===== src/hw/elic_pkg.sv =====
/*
  Package for the enhanced link integrity check block: constants, states, carriers.
  Assumes one 40 MHz clock and frame sync pulses synchronous to it.
*/
// How it works
// Load enhanced check every 16 syncs
// Receiver refreshes its value on same schedule
// Keep encrypting during the enhanced check
// Host compares both values every 16 frames
// Host fails after three mismatches
// Host masks inputs after failure
// Host clears encryption enable on both ends
// Enable cleared: pass content unencrypted
// Receiver outputs plain data when disabled
// Host writes cipher reset then start
// Power-up idle until authentication starts
// Repeater controller sets repeater bit, retries
// Repeater bit written before first phase
// Regular check updated every 128 syncs
// Check registers update atomically at frame boundary
package elic_pkg;
  localparam int ELIC_DATA_W = 24;
  localparam int ELIC_ENH_W = 8;
  localparam int ELIC_REG_W = 16;
  localparam logic [7:0] ELIC_ENH_PERIOD = 8'h10;
  localparam logic [7:0] ELIC_REG_PERIOD = 8'h80;
  localparam logic [7:0] ELIC_CNT_RST = 8'h00;

  typedef enum logic [2:0] {
    ELIC_IDLE = 3'b001,
    ELIC_AUTH = 3'b010,
    ELIC_ENC = 3'b100
  } elic_state_t;

  typedef struct packed {
    logic [ELIC_DATA_W-1:0] data;
    logic valid;
  } elic_av_t;

  typedef struct packed {
    logic [ELIC_ENH_W-1:0] enh;
    logic [ELIC_REG_W-1:0] reg_chk;
  } elic_chk_t;

  typedef struct packed {
    elic_state_t state;
    logic [7:0] frame_cnt;
    logic [ELIC_REG_W-1:0] acc;
    elic_chk_t chk;
    elic_av_t out;
  } elic_st_t;
endpackage : elic_pkg


===== src/hw/elic_core.sv =====
/*
  Serializer-side check value generator and content encryptor.
  Assumes keystream comes from the cipher outside; frame_sync is a one-cycle pulse.
*/
`timescale 1ns/10ps
module elic_core
  import elic_pkg::*;
(
  input wire logic ref_clk,
  input wire logic rst,
  input wire logic cipher_reset,
  input wire logic auth_start,
  input wire logic auth_done,
  input wire logic encryption_enable,
  input wire logic frame_sync,
  input wire elic_av_t av_in,
  input wire logic [ELIC_DATA_W-1:0] keystream,
  output elic_av_t av_out,
  output logic [ELIC_ENH_W-1:0] enhanced_check_value,
  output logic [ELIC_REG_W-1:0] regular_check_value,
  output logic encrypting,
  output logic idle
);
  elic_st_t st;
  elic_st_t next_st;
  logic enc_on;

  assign enc_on = (st.state == ELIC_ENC) && encryption_enable;

  always_comb begin
    next_st = st;
    case (st.state)
      ELIC_IDLE: begin
        if (auth_start) begin
          next_st.state = ELIC_AUTH;
        end
      end
      ELIC_AUTH: begin
        if (cipher_reset) begin
          next_st.state = ELIC_IDLE;
        end else if (auth_done && encryption_enable) begin
          next_st.state = ELIC_ENC;
          next_st.frame_cnt = ELIC_CNT_RST;
          next_st.acc = '0;
        end
      end
      ELIC_ENC: begin
        if (cipher_reset) begin
          next_st.state = ELIC_IDLE;
        end else if (!encryption_enable) begin
          next_st.state = ELIC_AUTH;
        end
      end
      default: next_st.state = ELIC_IDLE;
    endcase
    // Running digest of the key stream, folded each valid pixel while encrypting
    if (enc_on && av_in.valid) begin
      next_st.acc = {st.acc[ELIC_REG_W-2:0], st.acc[ELIC_REG_W-1]}
        ^ keystream[ELIC_REG_W-1:0];
    end
    // Loads only on the sync edge, so a read never sees half a value
    if (enc_on && frame_sync) begin
      next_st.frame_cnt = (st.frame_cnt == ELIC_REG_PERIOD - 8'h01) ? ELIC_CNT_RST
        : st.frame_cnt + 8'h01;
      if (st.frame_cnt[3:0] == 4'hF) begin
        next_st.chk.enh = st.acc[ELIC_ENH_W-1:0] ^ st.acc[ELIC_REG_W-1:ELIC_ENH_W];
      end
      if (st.frame_cnt == ELIC_REG_PERIOD - 8'h01) begin
        next_st.chk.reg_chk = st.acc;
      end
    end
    // Content keeps flowing in every state; only the mask changes
    next_st.out.valid = av_in.valid;
    next_st.out.data = enc_on ? (av_in.data ^ keystream) : av_in.data;
    if (cipher_reset) begin
      next_st.chk = '0;
    end
  end

  always_ff @(posedge ref_clk) begin
    if (rst) begin
      st <= '{state: ELIC_IDLE, frame_cnt: ELIC_CNT_RST, acc: '0, chk: '0, out: '0};
    end else begin
      st <= next_st;
    end
  end

  assign av_out = st.out;
  assign enhanced_check_value = st.chk.enh;
  assign regular_check_value = st.chk.reg_chk;
  assign encrypting = enc_on;
  assign idle = (st.state == ELIC_IDLE);

  AST_ENH_ONLY_AT_16: assert property (@(posedge ref_clk) disable iff (rst)
    (st.chk.enh != $past(st.chk.enh)) && !$past(cipher_reset)
      |-> $past(frame_sync) && ($past(st.frame_cnt[3:0]) == 4'hF))
    else $error("Enhanced check changed off schedule");
  AST_REG_ONLY_AT_128: assert property (@(posedge ref_clk) disable iff (rst)
    (st.chk.reg_chk != $past(st.chk.reg_chk)) && !$past(cipher_reset)
      |-> $past(frame_sync) && ($past(st.frame_cnt) == 8'h7F))
    else $error("Regular check changed off schedule");
  AST_STABLE_NO_SYNC: assert property (@(posedge ref_clk) disable iff (rst)
    !frame_sync && !cipher_reset |=> $stable(st.chk))
    else $error("Check value changed without frame boundary");
  AST_ENC_XOR: assert property (@(posedge ref_clk) disable iff (rst)
    enc_on |=> av_out.data == ($past(av_in.data) ^ $past(keystream)))
    else $error("Encrypted output wrong");
  AST_PLAIN_WHEN_OFF: assert property (@(posedge ref_clk) disable iff (rst)
    !encryption_enable |=> av_out.data == $past(av_in.data))
    else $error("Content not passed plain when disabled");
  AST_VALID_FLOWS: assert property (@(posedge ref_clk) disable iff (rst)
    1'b1 |=> av_out.valid == $past(av_in.valid))
    else $error("Content flow interrupted");

  // Frame counter: restarts with encryption, steps only on syncs while encrypting
  AST_CNT_CLEAR_AT_START: assert property (@(posedge ref_clk) disable iff (rst)
    (st.state == ELIC_AUTH) && !cipher_reset && auth_done && encryption_enable
      |=> (st.frame_cnt == ELIC_CNT_RST) && (st.acc == '0))
    else $error("Frame count not restarted at encryption start");

  AST_SYNC_IGNORED_OFF: assert property (@(posedge ref_clk) disable iff (rst)
    !enc_on && !auth_done |=> $stable(st.frame_cnt))
    else $error("Frame count moved while not encrypting");

  AST_CNT_STEP: assert property (@(posedge ref_clk) disable iff (rst)
    enc_on && frame_sync && (st.frame_cnt != 8'h7F)
      |=> st.frame_cnt == ($past(st.frame_cnt) + 8'h01))
    else $error("Frame count did not step on sync");

  AST_CNT_WRAP: assert property (@(posedge ref_clk) disable iff (rst)
    enc_on && frame_sync && (st.frame_cnt == 8'h7F) |=> st.frame_cnt == ELIC_CNT_RST)
    else $error("Frame count did not wrap after the long period");

  // Digest moves only on valid pixels while encrypting and clears at encryption start; gaps must not disturb it
  AST_ACC_HOLD: assert property (@(posedge ref_clk) disable iff (rst)
    !(enc_on && av_in.valid) && !auth_done |=> $stable(st.acc))
    else $error("Digest moved without a valid pixel");

  AST_ACC_FOLD: assert property (@(posedge ref_clk) disable iff (rst)
    enc_on && av_in.valid && !(frame_sync && 1'b0)
      |=> st.acc == ({$past(st.acc[ELIC_REG_W-2:0]), $past(st.acc[ELIC_REG_W-1])}
        ^ $past(keystream[ELIC_REG_W-1:0])))
    else $error("Digest fold wrong");

  // Loaded values come from the digest as it stood at the sync
  AST_ENH_LOAD_VALUE: assert property (@(posedge ref_clk) disable iff (rst)
    enc_on && frame_sync && (st.frame_cnt[3:0] == 4'hF) && !cipher_reset
      |=> st.chk.enh == ($past(st.acc[ELIC_ENH_W-1:0]) ^ $past(st.acc[ELIC_REG_W-1:ELIC_ENH_W])))
    else $error("Enhanced check loaded with wrong value");

  AST_REG_LOAD_VALUE: assert property (@(posedge ref_clk) disable iff (rst)
    enc_on && frame_sync && (st.frame_cnt == 8'h7F) && !cipher_reset
      |=> st.chk.reg_chk == $past(st.acc))
    else $error("Regular check loaded with wrong value");

  AST_CHK_HELD_OFF: assert property (@(posedge ref_clk) disable iff (rst)
    !enc_on && !cipher_reset |=> $stable(st.chk))
    else $error("Check value changed while not encrypting");

  // Cipher reset always clears check values; it lands in idle unless it meets auth_start while idle
  AST_RESET_CLEARS: assert property (@(posedge ref_clk) disable iff (rst)
    cipher_reset |=> (st.chk == '0) && (st.state == ELIC_IDLE))
    else $error("Cipher reset did not clear");

  AST_STATE_ONEHOT: assert property (@(posedge ref_clk) disable iff (rst)
    $onehot(st.state))
    else $error("State code not one-hot");

  AST_ENC_ENTRY: assert property (@(posedge ref_clk) disable iff (rst)
    (st.state == ELIC_ENC) && ($past(st.state) != ELIC_ENC)
      |-> $past(auth_done) && $past(encryption_enable) && ($past(st.state) == ELIC_AUTH))
    else $error("Encryption entered without authentication");

  AST_AUTH_HOLDS: assert property (@(posedge ref_clk) disable iff (rst)
    (st.state == ELIC_AUTH) && !cipher_reset && !(auth_done && encryption_enable)
      |=> st.state == ELIC_AUTH)
    else $error("Left authenticating without cause");

  AST_ENC_HOLDS: assert property (@(posedge ref_clk) disable iff (rst)
    (st.state == ELIC_ENC) && encryption_enable && !cipher_reset |=> st.state == ELIC_ENC)
    else $error("Encryption dropped while enabled");

  AST_DISABLE_LEAVES_ENC: assert property (@(posedge ref_clk) disable iff (rst)
    (st.state == ELIC_ENC) && !encryption_enable && !cipher_reset |=> st.state == ELIC_AUTH)
    else $error("Encryption kept after enable cleared");

  // Outside encryption the content must pass untouched
  AST_PLAIN_OUTSIDE_ENC: assert property (@(posedge ref_clk) disable iff (rst)
    (st.state != ELIC_ENC) |=> av_out.data == $past(av_in.data))
    else $error("Content masked outside encryption");
  AST_IDLE_UNTIL_START: assert property (@(posedge ref_clk) disable iff (rst)
    idle && !auth_start |=> idle)
    else $error("Left idle without start");
  AST_NO_ENC_IN_IDLE: assert property (@(posedge ref_clk) disable iff (rst)
    idle |-> !encrypting)
    else $error("Encrypting before authentication");

  COV_ENH_UPDATE: cover property (@(posedge ref_clk) disable iff (rst)
    enc_on && frame_sync && st.frame_cnt[3:0] == 4'hF);
  COV_REG_UPDATE: cover property (@(posedge ref_clk) disable iff (rst)
    enc_on && frame_sync && st.frame_cnt == 8'h7F);
  COV_DISABLE: cover property (@(posedge ref_clk) disable iff (rst)
    enc_on ##1 !encryption_enable);
  COV_RESTART: cover property (@(posedge ref_clk) disable iff (rst)
    cipher_reset ##[1:20] auth_start);
  COV_ENC_START: cover property (@(posedge ref_clk) disable iff (rst)
    (st.state == ELIC_AUTH) ##1 (st.state == ELIC_ENC));
endmodule : elic_core


===== config.mk =====
export PLATFORM = sky130hd
export DESIGN_NAME = elic_core
export DESIGN_NICKNAME = d
export VERILOG_FILES = /design/src/hw/elic_pkg.sv /design/src/hw/elic_core.sv
export SDC_FILE = /design/constraint.sdc
export NUM_CORES = 1
export LEC_CHECK = 0
export ABC_AREA = 1
export BUFFER_PORTS_ARGS = -buffer_cell sky130_fd_sc_hd__buf_4
export CORE_MARGIN = 1
export CORE_UTILIZATION = 52
export DETAILED_ROUTE_END_ITERATION = 7
export MAX_ROUTING_LAYER = met4
export PLACE_DENSITY = 0.83
export SYNTH_ARGS = -nofsm -noshare
export SYNTH_HDL_FRONTEND = slang
export SYNTH_SLANG_ARGS = --single-unit

===== constraint.sdc =====
create_clock -name ref_clk -period 2.1 [get_ports ref_clk]
set_input_delay 0.63 -clock ref_clk [delete_from_list [all_inputs] [get_ports ref_clk]]
set_output_delay 0.63 -clock ref_clk [all_outputs]
set_load 0.1 [all_outputs]

# [Word level (Yosys, flattened, before mapping)]
# Cells that the tools add are included.
# Widths: inputs -> output; s select.
[classes] n_mux=12 reduce_logical=14 eq_ne=10 bitwise=3 n_addsub=1
[op_table] op="$mux 24" count=3
[op_table] op="$mux 27" count=1
[op_table] op="$xor 24x24->24" count=1
[op_table] op="$mux 16" count=1
[op_table] op="$mux 8" count=2
[op_table] op="$xor 16x16->16" count=1
[op_table] op="$mux 3" count=4
[op_table] op="$pmux 3 s3" count=1
[op_table] op="$reduce_and 3->1" count=3
[op_table] op="$add 8x1->8 const B" count=1
[op_table] op="$eq 8x7->1 const B" count=1
[op_table] op="$reduce_bool 2->1" count=4
[op_table] op="$xor 8x8->8" count=1
[op_table] op="$ne 3x3->1 const B" count=2
[op_table] op="$eq 4x4->1 const B" count=1
[op_table] op="$logic_and 1x1->1" count=4
[op_table] op="$ne 2x1->1 const B" count=2
[op_table] op="$reduce_and 2->1" count=2
[op_table] op="$eq 3x1->1 const B" count=1
[op_table] op="$eq 3x2->1 const B" count=1
[op_table] op="$eq 3x3->1 const B" count=1
[op_table] op="$ne 2x2->1 const B" count=1
[op_table] op="$reduce_or 2->1" count=1
[totals] input_bits=56 wordCells=47 regBits=76 out_inout_bits=51

# [Depth between registers and ports, before layout]
# Gate-level depths: netlist of the first run.
[depth] depth_word=5 ltp_mapped=9 ltp_nobuf=8

# [Worst setup path before layout of the first run]
# No wires, ideal clock.
[synth_path] path_kind="flip-flop to flip-flop" start="register st[75] (netlist name)" end="register st[74] (netlist name)" required_ns=2.036 arrival_time_ns=3.192 slack_ns=-1.156 stages_incl_launch_ff=7 synth_period_minus_slack_ns=3.256 setup_time_ns=0.064 path_buffers=1 path_cell_list="dfxtp_1 -> buf_2 -> nor3_1 -> nand2_1 -> nand3_1 -> nor2_1 -> nor2_1"
[synth_via] elab_chain_cells=3 elab_cells_between_ends=8 classes_between="6 x eq/ne; 1 x mux; 1 x reduce/logical"
[synth_rtl] item="start, declared" line_no="elic_core.sv:24" text="elic_st_t st;"
[synth_rtl] item="start signal, assigned" line_no="elic_core.sv:82" text="st <= '{state: ELIC_IDLE, frame_cnt: ELIC_CNT_RST, acc: '0, chk: '0, out: '0};"
[synth_rtl] item="start signal, assigned" line_no="elic_core.sv:84" text="st <= next_st;"
[synth_rtl] item="$eq 3x1->1 *"
[synth_rtl] item="named net idle" line_no="elic_core.sv:22" text="output logic idle"
[synth_rtl] item="$ne 2x2->1 (no source line)"
[synth_rtl] item="$reduce_and 3->1 (no source line)"
# The timed path passes the listed nets; every way through them passes the cells marked *.
# A chain may end at the register's enable or synchronous reset.

# [Final worst setup path of the first run]
[layout_path] start="register st[74] (netlist name)" end="output encrypting"
[layout_via] elab_chain_cells=2
[layout_rtl] item="$eq 3x3->1" line_no="elic_core.sv:28" text="assign enc_on = (st.state == ELIC_ENC) && encryption_enable;"
[layout_rtl] item="$logic_and 1x1->1" line_no="elic_core.sv:28"
[layout_rtl] item="end, declared" line_no="elic_core.sv:21" text="output logic encrypting,"
# No other way between the ends.

==> run metrics, run 1 <==
Vias=3575; max cap viols=0; hold buffer count at CTS=0; crit path max fanout=5; critical path required time=1.47 ns; leading cell types in the layout, fill and taps excluded=113 x buf_4, 108 x nand2_1, 99 x nor2_1, 75 x dfxtp_1, 63 x inv_1; most common library cell in the layout ignoring fill and taps=buf_4; status=complete, no violations; vias in the first global route=just over 3000; Site Rows=31; first-pass GRT wire length=14.0 mm; crit end category=output pin; period utilization=between 90% and 100%; GP Congestion=0.872; area grow syn2layout=17.6%; Longest Clk Path Bufs=2; Worst Setup Path Type=register to output pin; drt via density=4.89; clk slew on worst S/H paths=0.08 ns; DR iter-0 viols=between 200 and 250; Synthesized Nets=628; WP buf/inv=2; max incr delay on CP=0.37 ns; Fmax=approximately 500 MHz; Least-Margin Pin Slew=0.540 ns; Setup TNS=0 ns; Final min period=slightly above 2 ns; Buffers on Ports=106; Routed WL per cell=12.1 um; Lkg Pwr=2.13 nW; ys async rst share=0%; ANT nets after route=0; share of layout cells above drive strength 1=22.9%; crit start category=register; GRT Util Overall=23.8%; met1 GRT Util=roughly 28%; postcts setup bufs=0; pwr dens=652 nW/um^2; GRT busiest layer=met2; Post-synth EDFFs=0; initial antenna violation count=0; H-tree levels=3; Syn Std Cell Area=3960 um^2; total CTS buffers=9; die height=89.2 um; slowest stage cell, crit path=dfxtp_1; die width=89.2 um; Mapped Avg Cell Area=between 6 and 7 um^2; Post-Synthesis Cells=571; drt drc=0; worst hold path type=register to register; GRT overflow=0; Non-Filler Instances=731; CTS tree=yes; Slew Viols, Final=0; Layout Skew=0.00738 ns; register area share after synthesis=between 30 and 40%; Synthesis Warnings=0; GR Util met3=3.97%; Final Hold Fails=0; Arrival @ worst endpoint=roughly 1.4 ns; GR Util met2=about two fifths; Worst Slack Setup Final=approximately 0.064 ns; I/O pin count=107; Worst-Skew Late Latency=0.35 ns; first-pass detailed-route iteration total=5; Setup WS pre-CTS=~0.25 ns; Layout Utilization=63.8%; Num Clock Sinks=76; antenna cells=0; Cell variety after synth=27; pin count of the biggest net entering global routing=26; DP Cell Count=715; Worst VDD drop=0.000353 V; RSZ-0062 raised after global routing=no; Starting Density=54.2%; Root Driver=clkbuf_8; Core Area=7290 um^2; slew margin rel.=between 60% and 70%; total routed wirelength=about 8.9 mm; Top delay family on crit path=flip-flops; nets=684; Final Setup Violations=0; Seq cells post-synth=76; Final HPWL DP=6.63 mm; Die ar.=7960 um^2; dominant synthesized flop cell=dfxtp_1; critical path cell sequence=nor2_4 -> nand3_2 -> inv_2 -> buf_4
==> routing by layer <==
layer  wire (um)  vias to the layer above  part of all wire, %
li1            -                     1840                    -
met1        3690                     1603                   42
met2        4430                      117                   50
met3         540                       15                  6.1
met4         204                        0                  2.3
met5           0                        -                    0
==> final cells by class <==
cell class                 instances  area, um^2
fill                             680        2640
multi-input combinational        359        1710
sequential                        76        1520
timing repair buffer             114         868
inverter                          67         254
clock buffer                      10         138
tap                               99         124
clock inverter                     6        38.8
==> repair_timing <==
action | in CTS | in global routing
endpoints found under the hold margin | 0 | 0
setup endpoints to repair | 0 | 1
resized for setup | 0 | 1
==> final timing paths <==
check	slack (ns)	from	to	depth (start not counted)
max	0.06	st[74]	encrypting	4
min	0.49	enhanced_check_value[2]	enhanced_check_value[2]	2
max reg2reg	0.57	st[65]	regular_check_value[11]	9
min reg2reg	0.49	enhanced_check_value[2]	enhanced_check_value[2]	2
==> metrics by stage <==
stage	total power, W	hold slack (ns)	area (um^2)
after floorplan	0.00192	0.455	3970
after global placement	0.00205	0.464	4470
after detailed placement	0.00206	0.477	4470
after CTS	0.00306	0.491	4650
after global routing	0.00315	0.508	4650
final	0.00303	0.487	4650
==> state kept, by name, summed over array words and instances, names as in the netlist <==
name                  cells
av_out                   25
regular_check_value      16
st                       27
enhanced_check_value      8
==> where the power goes <==
| group | internal, W | switching [W] |
|---|---|---|
| Sequential | 0.00147 | 0.0000179 |
| Clock | 0.000459 | 0.000548 |
| Combinational | 0.000157 | 0.000377 |
| Total | 0.00209 | 0.000943 |
==> cell usage after synthesis (4+ instances only) <==
library cell,count,share of area (%)
a21oi_1,32,4.0
buf_2,7,0.89
buf_4,52,9.9
clkbuf_1,6,0.57
dfxtp_1,76,38
inv_1,63,6.0
nand2_1,108,10
nand3_1,50,6.3
nor2_1,99,9.4
nor3_1,10,1.3
o21ai_0,21,2.7
o21bai_1,9,1.7
xnor2_1,9,2.0
xor2_1,4,0.89
==> cell families after synthesis <==
family                   Yosys count  synth area share, %
adder cells (fa/ha/maj)            1                0.316
flip-flops                        76                 38.5
AND/OR/NAND/NOR                  280                 30.8
buffers and inverters            136                 18.7
XOR/XNOR                          13                 2.88
AO/OA/AOI/OAI                     65                 8.79
==> tightest hold or removal path, cell delays in order (launching register included) <==
cell and delay [ns]:
dfxtp_1 0.31, nor2_1 0.09, nor2_1 0.05
No activity file was read; power rests on OpenSTA's default activity.
==> run 2: changes to the inputs <==
--- a/config.mk
+++ b/config.mk
@@ -11,7 +11,7 @@
 export CORE_UTILIZATION = 52
 export DETAILED_ROUTE_END_ITERATION = 7
 export MAX_ROUTING_LAYER = met4
-export PLACE_DENSITY = 0.83
+export PLACE_DENSITY = 0.81
 export SYNTH_ARGS = -nofsm -noshare
 export SYNTH_HDL_FRONTEND = slang
 export SYNTH_SLANG_ARGS = --single-unit
==> run metrics, run 2 (synthesis results as in run 1) <==
status=complete, no violations (unchanged); total CTS buffers=9 (unchanged); leading cell types in the layout, fill and taps excluded=113 x buf_4, 108 x nand2_1, 99 x nor2_1, 76 x dfxtp_1, 63 x inv_1 (was 113 x buf_4, 108 x nand2_1, 99 x nor2_1, 75 x dfxtp_1, 63 x inv_1); CTS tree=yes (unchanged); max FFs per register=27 (unchanged); Setup TNS=0 ns (unchanged); Final min period=1.98 ns (was 2.04 ns); Critical R2R Launch=st[66] (was st[65]); Final Setup Violations=0 (unchanged); crit start category=register (unchanged); vias in the first global route=3172 (was 3099); Vias=3604 (was 3575); hold_sp=rst (was enhanced_check_value[2]); Largest Register=st (unchanged); worst r2r path cells=9 (unchanged); total routed wirelength=9.01 mm (was 8.86 mm); pin count of the biggest net entering global routing=32 (was 26); nets=685 (was 684); Num Clock Sinks=76 (unchanged); reg-to-reg slack, setup=0.53 ns (was 0.57 ns); drt via density=4.92 (was 4.89); Final HPWL DP=6.73 mm (was 6.63 mm); Root Driver=clkbuf_8 (unchanged); crit path max fanout=5 (unchanged); Hold Path Sink=av_out[0] (was enhanced_check_value[2]); Fmax=505 MHz (was 491 MHz); Die ar.=7960 um^2 (unchanged); RSZ-0062 raised after global routing=no (unchanged); initial antenna violation count=0 (unchanged); Final Hold Fails=0 (unchanged); Crit Reg-Reg Endpoint=regular_check_value[13] (was regular_check_value[11]); DP Cell Count=716 (was 715); clk slew on worst S/H paths=0.07 ns (was 0.08 ns); die height=89.2 um (unchanged); antenna cells=0 (unchanged); fillcell total=679 (was 680); drt drc=0 (unchanged); Core Area=7290 um^2 (unchanged); die width=89.2 um (unchanged); crit end category=output pin (unchanged); Non-Filler Instances=732 (was 731); Longest Clk Path Bufs=2 (unchanged); Worst VDD drop=0.000331 V (was 0.000353 V); max cap viols=0 (unchanged); GP Congestion=0.853 (was 0.872); Least-Margin Pin Slew=0.540 ns (about the same); most common library cell in the layout ignoring fill and taps=buf_4 (unchanged); Slew Viols, Final=0 (unchanged); Arrival @ worst endpoint=1.35 ns (was 1.41 ns); I/O pin count=107 (unchanged); pwr dens=660 nW/um^2 (was 652 nW/um^2); first-pass detailed-route iteration total=4 (was 5); Starting Density=54.2% (unchanged); Layout Skew=0.0129 ns (was 0.00738 ns); Buffers on Ports=106 (unchanged); hold depth=2 (unchanged); GRT Util Overall=23.7% (was 23.8%); H-tree levels=3 (unchanged); critical path required time=1.47 ns (about the same); ANT nets after route=0 (unchanged); Lkg Pwr=2.14 nW (was 2.13 nW); GRT overflow=0 (unchanged); Worst Setup Path Type=register to output pin (unchanged); slew margin rel.=63.8% (about the same); first-pass GRT wire length=14.0 mm (about the same); share of layout cells above drive strength 1=22.7% (was 22.9%); Worst-Skew Late Latency=0.35 ns (about the same); Routed WL per cell=12.3 um (was 12.1 um); area grow syn2layout=18.2% (was 17.6%); DR iter-0 viols=187 (was 236); worst hold path type=input pin to register (was register to register); period utilization=94.2% (was 97.0%); Site Rows=31 (unchanged)
## run 2: cell types whose count changed in the layout (fill, tap and decap cells not counted), sizes merged
cell / previous run / this run
inv: 67 / 66
clkbuf: 10 / 13
clkinv: 4 / 2
buf: 114 / 115
## run 2: where the power goes
part | switching (W) | internal [W] | leakage, nW
registers | 0.0000175 | 0.00147 | 0.619
clock network | 0.000533 | 0.000525 | 0.0917
logic | 0.000378 | 0.000158 | 1.43
total | 0.000929 | 0.00216 | 2.14
## run 2: metal layers
metal | vias up | part of all wire, % | GRT usage, %
met2 | 117 | 51 | 41.4
li1 | 1845 | - | -
met3 | 12 | 5.5 | 4.25
met5 | - | 0 | -
met1 | 1630 | 42 | 27.3
met4 | 0 | 1.6 | 8.23
## run 2: how the worst max path moves through the flow
stage                 startpoint    endpoint  slack [ns]
2_1_floorplan             st[75]        idle        0.17
3_3_place_gp   encryption_enable  encrypting        0.26
3_5_place_dp   encryption_enable  encrypting        0.25
4_1_cts                   st[74]  encrypting        0.05
5_1_grt                   st[74]  encrypting        0.05
6_report                  st[74]  encrypting        0.12
## run 2: per-stage QoR
step	total power [W]	hold WS, ns	worst slack (ns)	area (um^2)	utilization, %
floorplan	0.00192	0.455	0.169	3970	-
global placement	0.00205	0.463	0.255	4480	61.4
detailed placement	0.00206	0.474	0.245	4480	61.4
CTS	0.00311	0.461	0.0458	4670	64.0
global route	0.00322	0.470	0.0468	4670	64.1
finish	0.00309	0.475	0.121	4670	64.1
## run 2: timing repair
action	CTS	global route
setup endpoints to repair	0	1
gates resized for setup	0	1
hold buffers	0	0
buffers inserted	0	0
## run 2: critical path, stage by stage (launching register included)
cell and delay, ns:
dfxtp_1 0.36, nor2_4 0.23, nand3_2 0.12, inv_2 0.08, buf_6 0.22
## run 2: area by class of cell
class / instances / area, um^2 / area share [%]
sequential: 76 / 1520 / 32.6
tap: 99 / 124 / 2.65
timing repair buffer: 115 / 880 / 18.8
clock inverter: 3 / 20.0 / 0.428
multi-input combinational: 359 / 1710 / 36.5
clock buffer: 13 / 169 / 3.61
inverter: 67 / 254 / 5.44
